===== src/inc/clkwd_map.vh =====
// Summary of operation
// Lost input clock selects limp clock
// Limp entry latches NMI and missing-clock flag
// NMI select: immediate reset or counter overflow
// Watchdog maximum drives reset low 512 clocks
// Key 0x55 then 0xAA clears watchdog counter
// Watchdog counter holds while limp clock runs
// Standby keeps only watchdog on oscillator clock
// Idle routes watchdog wake to interrupt expander
// Halt watchdog expiry wakes by device reset
// Mode field 00 idle, 01 standby, 1X halt
// Per-mode gating of oscillator, CPU, system clocks
// Idle exits on reset, watchdog, enabled interrupt
// Standby and halt exit sources as listed
// Wake sources held low long enough
// Halt entered only with watchdog clock active
// Standby wake pin qualified programmed oscillator clocks
// Halt wake pin chosen by wake-pin select
// Outputs hold values during low-power modes
// Debug port stays alive while CPU clock stopped
// Idle instruction enters mode sampled then
`ifndef CLKWD_MAP_VH
`define CLKWD_MAP_VH
`define WD_RST_CYCLES   10'h0200
`define WD_KEY_FIRST    8'h55
`define WD_KEY_SECOND   8'hAA
`define WD_CNT_MAX      8'hFF
`define WD_CNT_RESET    8'h00
`define NMI_CNT_RESET   16'h0000
`define NMI_PERIOD_DEF  16'hFFFF
`define LPM_IDLE        2'b00
`define LPM_STANDBY     2'b01
`define LPM_HALT_BIT    1
`define QUAL_RESET      6'h00
`define CLK_LOSS_LIMIT  8'h40
`define PINS_WIDTH      32
`endif


===== src/clock_fail_watchdog_lowpower.v =====
`timescale 1ns/1ns
`include "clkwd_map.vh"
module clock_fail_watchdog_lowpower #(
    parameter        WD_PRESCALE = 9,
    parameter [15:0] NMI_PERIOD  = `NMI_PERIOD_DEF
) (
    // Clock and reset
    input  wire        SYS_CLK,
    input  wire        RST_N,
    // Clock supervision
    input  wire        INPUT_CLK_TOGGLE,
    input  wire        NMI_RESET_SELECT,
    input  wire        NMI_CLEAR,
    output reg         LIMP_CLOCK_SEL,
    output reg         CLOCK_LOSS_SIGNAL,
    output reg         MISSING_CLOCK_FLAG,
    // CPU watchdog
    input  wire        WDOG_DISABLE,
    input  wire        WDOG_KEY_WR,
    input  wire [7:0]  WDOG_KEY_DATA,
    input  wire        WDOG_IRQ_MODE,
    input  wire        WDOG_CLOCK_ACTIVE,
    output reg  [7:0]  WDOG_COUNT,
    output reg         WDOG_RESET_OUT_N,
    output reg         WDOG_WAKE_IRQ_N,
    output reg         DEVICE_RESET_N,
    // Low-power control
    input  wire        IDLE_EXEC,
    input  wire [1:0]  LOWPOWER_MODE_FIELD,
    input  wire [5:0]  LOWPOWER_CTRL0_QUAL,
    input  wire [31:0] WAKE_PIN_SELECT,
    input  wire [31:0] GPIO_PORTA_IN,
    input  wire        EXT_RESET_PIN_N,
    input  wire        DEBUG_WAKE,
    input  wire        ENABLED_IRQ,
    output reg         INTERRUPT_EXPANDER_WD,
    output reg         OSC_CLOCK_EN,
    output reg         CPU_CLOCK_IN_EN,
    output reg         SYSTEM_CLOCK_OUT_EN,
    output reg         PLL_OSC_EN,
    output reg         PERIPH_EN,
    output reg         OUTPUT_HOLD,
    output reg         JTAG_CLOCK_EN,
    output reg  [1:0]  ACTIVE_MODE
);
    // ------------------------------------------------------------
    // Input synchronisers
    // ------------------------------------------------------------
    wire        clk_tog_s;
    wire        xrs_n_s;
    wire        dbg_s;
    wire [31:0] gpio_s;

    sync2 #(.WIDTH(35), .INIT({1'b0, 1'b1, 1'b0, 32'hFFFF_FFFF})) u_sync (
        .clk   (SYS_CLK),
        .rst_n (RST_N),
        .d     ({INPUT_CLK_TOGGLE, EXT_RESET_PIN_N, DEBUG_WAKE, GPIO_PORTA_IN}),
        .q     ({clk_tog_s, xrs_n_s, dbg_s, gpio_s})
    );

    // ------------------------------------------------------------
    // Missing clock detection and NMI watchdog
    // ------------------------------------------------------------
    reg        tog_d_reg;
    reg [7:0]  loss_cnt_reg;
    reg [15:0] nmi_cnt_reg;
    wire       clk_edge = clk_tog_s ^ tog_d_reg;
    wire       loss_now = (loss_cnt_reg == `CLK_LOSS_LIMIT);
    wire       nmi_fire = CLOCK_LOSS_SIGNAL &
                          (!NMI_RESET_SELECT | (nmi_cnt_reg == NMI_PERIOD));

    always @(posedge SYS_CLK or negedge RST_N) begin
        if (!RST_N) begin
            tog_d_reg          <= 1'b0;
            loss_cnt_reg       <= 8'h00;
            nmi_cnt_reg        <= `NMI_CNT_RESET;
            LIMP_CLOCK_SEL     <= 1'b0;
            CLOCK_LOSS_SIGNAL  <= 1'b0;
            MISSING_CLOCK_FLAG <= 1'b0;
        end else begin
            tog_d_reg <= clk_tog_s;
            if (clk_edge)
                loss_cnt_reg <= 8'h00;
            else if (!loss_now)
                loss_cnt_reg <= loss_cnt_reg + 8'h01;
            // Limp stays selected until RST_N resets the block, not cleared by DEVICE_RESET_N; the input is not trusted again
            if (loss_now) begin
                LIMP_CLOCK_SEL     <= 1'b1;
                MISSING_CLOCK_FLAG <= 1'b1;
            end
            // Set wins over software clear
            if (loss_now)
                CLOCK_LOSS_SIGNAL <= 1'b1;
            else if (NMI_CLEAR)
                CLOCK_LOSS_SIGNAL <= 1'b0;
            if (CLOCK_LOSS_SIGNAL && NMI_RESET_SELECT && nmi_cnt_reg != NMI_PERIOD)
                nmi_cnt_reg <= nmi_cnt_reg + 16'h0001;
            else if (!CLOCK_LOSS_SIGNAL)
                nmi_cnt_reg <= `NMI_CNT_RESET;
        end
    end

    // ------------------------------------------------------------
    // CPU watchdog
    // ------------------------------------------------------------
    reg [8:0] pre_reg;
    reg       key_armed_reg;
    reg [9:0] rst_cnt_reg;
    wire      wd_tick = (pre_reg == WD_PRESCALE[8:0]);
    wire      key_done = WDOG_KEY_WR && key_armed_reg &&
                         (WDOG_KEY_DATA == `WD_KEY_SECOND);
    wire      wd_expire = wd_tick && !WDOG_DISABLE && !LIMP_CLOCK_SEL &&
                          (WDOG_COUNT == `WD_CNT_MAX);

    always @(posedge SYS_CLK or negedge RST_N) begin
        if (!RST_N) begin
            pre_reg          <= 9'h000;
            key_armed_reg    <= 1'b0;
            rst_cnt_reg      <= 10'h000;
            WDOG_COUNT       <= `WD_CNT_RESET;
            WDOG_RESET_OUT_N <= 1'b1;
            WDOG_WAKE_IRQ_N  <= 1'b1;
        end else begin
            pre_reg <= wd_tick ? 9'h000 : pre_reg + 9'h001;
            if (WDOG_KEY_WR)
                key_armed_reg <= (WDOG_KEY_DATA == `WD_KEY_FIRST);
            // Counter is parked while a pulse stands, so a fast prescale
            // cannot expire again and stretch the pulse
            if (key_done || WDOG_DISABLE || rst_cnt_reg != 10'h000)
                WDOG_COUNT <= `WD_CNT_RESET;
            else if (wd_tick && !LIMP_CLOCK_SEL)
                WDOG_COUNT <= WDOG_COUNT + 8'h01;
            // One pulse timer serves both the reset and the wake output
            if (wd_expire)
                rst_cnt_reg <= `WD_RST_CYCLES;
            else if (rst_cnt_reg != 10'h000)
                rst_cnt_reg <= rst_cnt_reg - 10'h001;
            WDOG_RESET_OUT_N <= !(!WDOG_IRQ_MODE &&
                                  (wd_expire || rst_cnt_reg > 10'h001));
            // Active-low wake pulse of at least 513 clocks, long enough to be recognised
            if (wd_expire && WDOG_IRQ_MODE)
                WDOG_WAKE_IRQ_N <= 1'b0;
            else if (rst_cnt_reg == 10'h000 && wd_tick)
                WDOG_WAKE_IRQ_N <= 1'b1;
        end
    end

    // ------------------------------------------------------------
    // Low-power mode control
    // ------------------------------------------------------------
    localparam [3:0] ST_RUN     = 4'b0001;
    localparam [3:0] ST_IDLE    = 4'b0010;
    localparam [3:0] ST_STANDBY = 4'b0100;
    localparam [3:0] ST_HALT    = 4'b1000;

    // Core clocks run in normal operation and in idle only
    function core_clocks_on;
        input [3:0] st;
        begin
            core_clocks_on = (st == ST_RUN) || (st == ST_IDLE);
        end
    endfunction

    reg  [3:0] state_reg;
    reg  [3:0] state_next;
    reg  [5:0] qual_reg;
    wire [`PINS_WIDTH-1:0] pin_hit;
    genvar                 pin_idx;

    // A pin counts only when selected and seen low after synchronising
    generate
        for (pin_idx = 0; pin_idx < `PINS_WIDTH; pin_idx = pin_idx + 1) begin : g_pin
            assign pin_hit[pin_idx] = WAKE_PIN_SELECT[pin_idx] & ~gpio_s[pin_idx];
        end
    endgenerate

    wire       pin_low  = |pin_hit;
    wire       pin_wake = pin_low && (qual_reg >= LOWPOWER_CTRL0_QUAL);
    wire       wd_low   = !WDOG_WAKE_IRQ_N;
    wire       wd_rst   = !WDOG_RESET_OUT_N;

    always @* begin
        state_next = state_reg;
        case (state_reg)
            ST_RUN: begin
                if (IDLE_EXEC) begin
                    if (LOWPOWER_MODE_FIELD[`LPM_HALT_BIT]) begin
                        if (WDOG_CLOCK_ACTIVE)
                            state_next = ST_HALT;
                    end else if (LOWPOWER_MODE_FIELD == `LPM_STANDBY)
                        state_next = ST_STANDBY;
                    else
                        state_next = ST_IDLE;
                end
            end
            ST_IDLE: begin
                if (!xrs_n_s || wd_low || ENABLED_IRQ)
                    state_next = ST_RUN;
            end
            ST_STANDBY: begin
                if (!xrs_n_s || wd_low || pin_wake || dbg_s)
                    state_next = ST_RUN;
            end
            ST_HALT: begin
                if (!xrs_n_s || pin_wake || dbg_s || wd_rst || wd_low)
                    state_next = ST_RUN;
            end
            default: state_next = ST_RUN;
        endcase
    end

    always @(posedge SYS_CLK or negedge RST_N) begin
        if (!RST_N) begin
            state_reg             <= ST_RUN;
            qual_reg              <= `QUAL_RESET;
            INTERRUPT_EXPANDER_WD <= 1'b0;
            DEVICE_RESET_N        <= 1'b1;
            OSC_CLOCK_EN          <= 1'b1;
            CPU_CLOCK_IN_EN       <= 1'b1;
            SYSTEM_CLOCK_OUT_EN   <= 1'b1;
            PLL_OSC_EN            <= 1'b1;
            PERIPH_EN             <= 1'b1;
            OUTPUT_HOLD           <= 1'b0;
            JTAG_CLOCK_EN         <= 1'b1;
            ACTIVE_MODE           <= `LPM_IDLE;
        end else begin
            state_reg <= state_next;
            if (pin_low && (state_reg == ST_STANDBY || state_reg == ST_HALT)) begin
                if (qual_reg != 6'h3F)
                    qual_reg <= qual_reg + 6'h01;
            end else
                qual_reg <= `QUAL_RESET;
            INTERRUPT_EXPANDER_WD <= wd_low && (state_reg != ST_STANDBY);
            DEVICE_RESET_N <= !(wd_rst || nmi_fire ||
                                (state_reg == ST_HALT && wd_low));
            OSC_CLOCK_EN        <= (state_next != ST_HALT);
            PLL_OSC_EN          <= (state_next != ST_HALT);
            CPU_CLOCK_IN_EN     <= core_clocks_on(state_next);
            SYSTEM_CLOCK_OUT_EN <= core_clocks_on(state_next);
            PERIPH_EN           <= core_clocks_on(state_next);
            OUTPUT_HOLD         <= (state_next != ST_RUN);
            JTAG_CLOCK_EN       <= 1'b1;
            if (IDLE_EXEC && state_reg == ST_RUN)
                ACTIVE_MODE <= LOWPOWER_MODE_FIELD;
        end
    end
endmodule // clock_fail_watchdog_lowpower


===== src/sync2.v =====
`timescale 1ns/1ns
module sync2 #(
    parameter WIDTH = 1,
    parameter [WIDTH-1:0] INIT = {WIDTH{1'b0}}
) (
    // Clock and reset
    input  wire             clk,
    input  wire             rst_n,
    // Data
    input  wire [WIDTH-1:0] d,
    output reg  [WIDTH-1:0] q
);
    reg [WIDTH-1:0] meta_reg;

    always @(posedge clk or negedge rst_n) begin
        if (!rst_n) begin
            meta_reg <= INIT;
            q        <= INIT;
        end else begin
            meta_reg <= d;
            q        <= meta_reg;
        end
    end
endmodule // sync2


===== config.mk =====
export PLATFORM = sky130hd
export DESIGN_NAME = clock_fail_watchdog_lowpower
export DESIGN_NICKNAME = d
export VERILOG_FILES = /design/src/clock_fail_watchdog_lowpower.v /design/src/sync2.v
export VERILOG_INCLUDE_DIRS = /design/src /design/src/inc
export SDC_FILE = /design/constraint.sdc
export NUM_CORES = 1
export LEC_CHECK = 0
export ABC_AREA = 1
export BUFFER_PORTS_ARGS = -buffer_cell sky130_fd_sc_hd__buf_2
export CORE_UTILIZATION = 50
export DETAILED_ROUTE_END_ITERATION = 12
export PLACE_DENSITY = 0.73
export SLEW_MARGIN = 20
export SYNTH_ARGS = -nofsm -noshare
export SYNTH_HDL_FRONTEND = slang
export SYNTH_SLANG_ARGS = --single-unit

===== constraint.sdc =====
create_clock -name SYS_CLK -period 3.48 [get_ports SYS_CLK]
set_input_delay 0.174 -clock SYS_CLK [delete_from_list [all_inputs] [get_ports SYS_CLK]]
set_output_delay 0.174 -clock SYS_CLK [all_outputs]
set_load 0.01 [all_outputs]

* Word-level counts from Yosys, hierarchy flattened
Index checks and enable logic that the tools add are counted. Widths: inputs -> output; s select.
Word-level totals: memory bits (writable) 0, input bits 93, bits in latches 0, ROM bits 0, memories 0, register bits after elaboration 144
Operators by class: bitwise operators 67, multiplexer cells 23, multiply operators 0, equal/unequal tests 21, divide/modulo/power cells 0, shift operators 0, $lt $le $gt $ge 2, $add $sub $neg 6, reduce and logical (&&, ||, !) cells 47
Operator list (count):
- $and 1x1->1 | 33
- $mux 16 | 2
- $mux 8 | 4
- $not 1->1 | 32
- $reduce_or 32->1 | 1
- $mux 4 | 6
- $mux 10 | 2
- $add 16x1->16 const B | 1
- $add 8x1->8 const B | 2
- $eq 16x16->1 const B | 1
- $eq 8x7->1 const B | 2
- $eq 8x8->1 const B | 2
- $logic_and 1x1->1 | 16
- $ne 16x16->1 const B | 1
- $pmux 4 s4 | 1
- $logic_or 1x1->1 | 15
- $mux 6 | 2
- $gt 10x1->1 const B | 1
- $logic_not 10->1 | 1
- $reduce_bool 10->1 | 1
- $sub 10x1->10 const B | 1
- $add 9x1->9 const B | 1
- $eq 9x4->1 const B | 1
- $logic_not 1->1 | 9
- 19 further kinds | 28

* Longest topological paths before layout
depth after elaboration 12, gate-level depth with buffers 12, depth with buffers taken out 12

* Modules after synthesis
Synthesis repeated with hierarchy kept, for this count alone.
Second synthesis, totals: cell total of the unflattened synthesis 676, area, all modules 6297.3 um^2
Modules (own cells, without submodules):
- clock_fail_watchdog_lowpower | times used 1, sequential area each 1859.3 um^2, area each 4463.0 um^2, cells an instance 606
- sync2 | times used 1, sequential area each 1834.3 um^2, area each 1834.3 um^2, cells an instance 70

* Worst setup path before layout
Ideal clock, no wire load.
path type register -> register, from register rst_cnt_reg[0], to register WDOG_COUNT[6], data arrival time 1.636 ns, setup time 0.062 ns, slack 1.782 ns, period minus slack after synthesis 1.698 ns, stages on the path, launching flop included 13, path through dfrtp_1 inv_1 ha_1 inv_1 nor3_2 nand3_2 nor2_4 and2_4 buf_6 o31ai_2 nand2_1 nand2_1 inv_1
On the way: cells in the longest elaborated chain, start to end 3, elaborated cells between the ends (all ways) 4, those cells by class 1 x mux; 3 x reduce/logical
RTL lines:
- start: declaration | RTL line clock_fail_watchdog_lowpower.v:108 | reg [9:0] rst_cnt_reg;
- start signal: assignment | RTL line clock_fail_watchdog_lowpower.v:135 | rst_cnt_reg <= `WD_RST_CYCLES;
- start signal: assignment | RTL line clock_fail_watchdog_lowpower.v:137 | rst_cnt_reg <= rst_cnt_reg - 10'h001;
- $reduce_bool 10->1 * | RTL line clock_fail_watchdog_lowpower.v:129 | if (key_done || WDOG_DISABLE || rst_cnt_reg != 10'h000)
- $logic_or 1x1->1 * | RTL line clock_fail_watchdog_lowpower.v:129
- $mux 8 or $reduce_bool 2->1 (tied branches)
- end signal: assignment | RTL line clock_fail_watchdog_lowpower.v:120 | WDOG_COUNT <= `WD_CNT_RESET;
- end signal: assignment | RTL line clock_fail_watchdog_lowpower.v:130 | WDOG_COUNT <= `WD_CNT_RESET;
- end signal: assignment | RTL line clock_fail_watchdog_lowpower.v:132 | WDOG_COUNT <= WDOG_COUNT + 8'h01;
- end: declaration | RTL line clock_fail_watchdog_lowpower.v:23 | output reg [7:0] WDOG_COUNT,
Every way passes the cells marked *; elsewhere a longest branch is shown, timed or not. A chain may end at the register's enable or synchronous reset.

* Worst setup path after layout
from register rst_cnt_reg[0], to register WDOG_COUNT[5]
The elaborated chain is that of the path after synthesis.

==> results.ini <==
[place]
place_area_sq_um=6870
io_buffers=115
dpl.hpwl_mm=8.58
place.gp.congestion=0.902

[power_and_ir_drop]
fin_total_pwr_mw=3.88
ir_worst_vdd_uv=354
netSwitchingFraction=0.242
pwr_density_cell_nw_per_um2=494
p_clk_frac=0.434
switching_power_mw=0.938
seqPwrFrac=0.475
leakage_nw=3.87
power_frac_comb=0.091
internal-power_mw=2.94

[final_layout]
final_nets=936
layout-drive-gt1-share=0.273
layout_commonest_cell=nand2_1
antenna_cells=0
final_cell_mix=nand2_1 (131), inv_1 (118), buf_2 (114)
fillers=947
area_growth_syn_to_layout_pct=27.8
final_area_sq_um=7850

[logic_synthesis]
synthesis.area_sq_um=6140
syn_area_per_cell_sq_um=9.36
syn_nets=764
ys_seq_elements=144
syn-instance-count=656
yosysSeqAreaShare=0.601
synthFlopType=dfstp_2
ys_types=37
ys_async_sr_fraction=1.00
yosysWarnings=0
synth_edf_count=0

[critical_path]
worstSetupPathType=reg2reg
cp.arrival_ps=2320
cp_common_cell=inv_1
cp_data_required_time_ps=3770
cp_slowest_cell=dfrtp_1
cp_cell_sequence=inv_1, ha_1, inv_1, nor3_2, nand3_2, nor2_4, nand3_1, nand2_1, o21ai_0, inv_1, nor2_1
crit_fanout=10
cpPeakStageDelay_ps=380
path_buf_inv=3
cp_top_family=simple AND/OR/NAND/NOR gates
setup.worst_path.start_class=flip-flop
cp-end-kind=flip-flop

[floorplan]
start_util=0.511
die_area_sq_um=12700
die_height_microns=113
io_pins=117
floorplan.rows=40
die-width_microns=113
core_sq_um=12000

[detailed_routing]
vias=4840
drt_iter0_markers=281
drc_errors=0
drt_wl_total_mm=12.5
ant_nets=0
vias_per_cell=4.90
wl_per_cell_microns=12.7
firstDrtPassIters=4

[worst_hold_path]
hp-class=in2reg

[timing]
hold_viol=0
tns_ps=0
fin_crit_sh=0.583
setup_viol=0
min_period_ps=2030
holdWs_ps=19.6
fmax_ghz=0.493
worstMarginPinSlew_ps=894
drv_slew=0
rsz0062_at_grt=no
relSlewSlack=0.404
clock_skew_ps=7.61

[global_routing]
antenna_found_initial=0
grt_pass1_wl_mm=21.1
grt_overflow=0
grt_pass1_vias=4858
track_usage=0.213
grt_max_degree=118

[clock_network]
cts_max_level=4
cts-buffers-inserted=17
insertion_delay_ps=420
cts_tree=built
clk_pin_slew_ps=60
ctsLongestPathBuffers=2
cts_root_buf=clkbuf_16
cts_setup_buffers=0
numClockSinks=144

[job]
cap_violations=0

[outcome]
outcome=finished, final reports clean

[what timing repair did]
item,in CTS,in global routing
hold buffers,42,0
resized for setup,0,0
hold endpoints to repair,102,0
[synth_stat cells, types with 3 or more instances]
cell	count	area (sq um)
a21oi_1	29	145
buf_4	5	37.5
dfrtp_1	72	1800
dfstp_2	72	1890
ha_1	15	188
inv_1	118	443
nand2_1	131	492
nand3_1	27	135
nand4_1	9	56.3
nor2_1	72	270
nor3_1	17	85.1
nor4_1	6	37.5
o21ai_0	35	175
o22ai_1	4	25.0
xnor2_1	3	26.3
xor2_1	12	105
[layer usage]
metal | vias up | GRT usage | wire (microns)
li1 | 2410 | - | -
met1 | 2262 | 0.258 | 5550
met2 | 150 | 0.358 | 6110
met3 | 18 | 0.0482 | 655
met4 | 0 | 0.107 | 192
met5 | - | 0 | 0
[logic make-up (layout without fill, tap and decap cells)]
logic type	count (synthesis)	in the layout	share of synthesized area
simple gates	275	275	0.193
xor+xnor	15	15	0.0214
compound gates	81	81	0.0729
fa+ha+maj	15	15	0.0306
flops	144	144	0.601
other cells	1	1	0.000611
buf+inv	125	310	0.0807
[area by class of cell]
cell class	instances	area (sq um)	share of cell area
flip-flops and latches	144	3690	0.471
clock inverters	10	75.1	0.00957
inverters	119	447	0.0569
repair buffers	159	1020	0.130
clock buffers	22	475	0.0606
multi-input cells	387	1950	0.249
well taps	147	184	0.0234
[tightest hold or removal path, delay by kind of cell]
family	cells	cell delay [ps]
AND/OR/NAND/NOR	2	140
buffers and inverters	1	90
[final timing paths]
path / to / from / slack [ps] / depth (start not counted)
setup / recovery: WDOG_COUNT[5] / rst_cnt_reg[0] / 1450 / 11
hold / removal: state_reg[2] / LOWPOWER_MODE_FIELD[0] / 20 / 3
setup reg to reg: WDOG_COUNT[5] / rst_cnt_reg[0] / 1450 / 11
hold reg to reg: u_sync.q[5] / u_sync.meta_reg[5] / 350 / 0
max in group asynchronous: u_sync.q[25] / RST_N / 2180 / 3
min in group asynchronous: WDOG_COUNT[1] / RST_N / 420 / 2
[stage by stage]
step                      setup WS (ps)  utilization  instances
after floorplan                    1780            -        656
after global placement             1660        0.572        914
after detailed placement           1510        0.572        914
after CTS                          1500        0.653        988
after global routing               1280        0.653        988
final                              1450        0.653        988
[power groups by stage]
| stage | clock network [mW] | registers, mW | logic [mW] |
|---|---|---|---|
| 4_1_cts | 1.72 | 1.84 | 0.354 |
| 5_1_grt | 1.79 | 1.85 | 0.399 |
| 6_report | 1.68 | 1.84 | 0.351 |
| 2_1_floorplan | 0 | 1.87 | 0.159 |
| 3_3_place_gp | 0 | 1.87 | 0.307 |
| 3_5_place_dp | 0 | 1.87 | 0.315 |
Note: power is estimated with default switching activity, not from simulation.
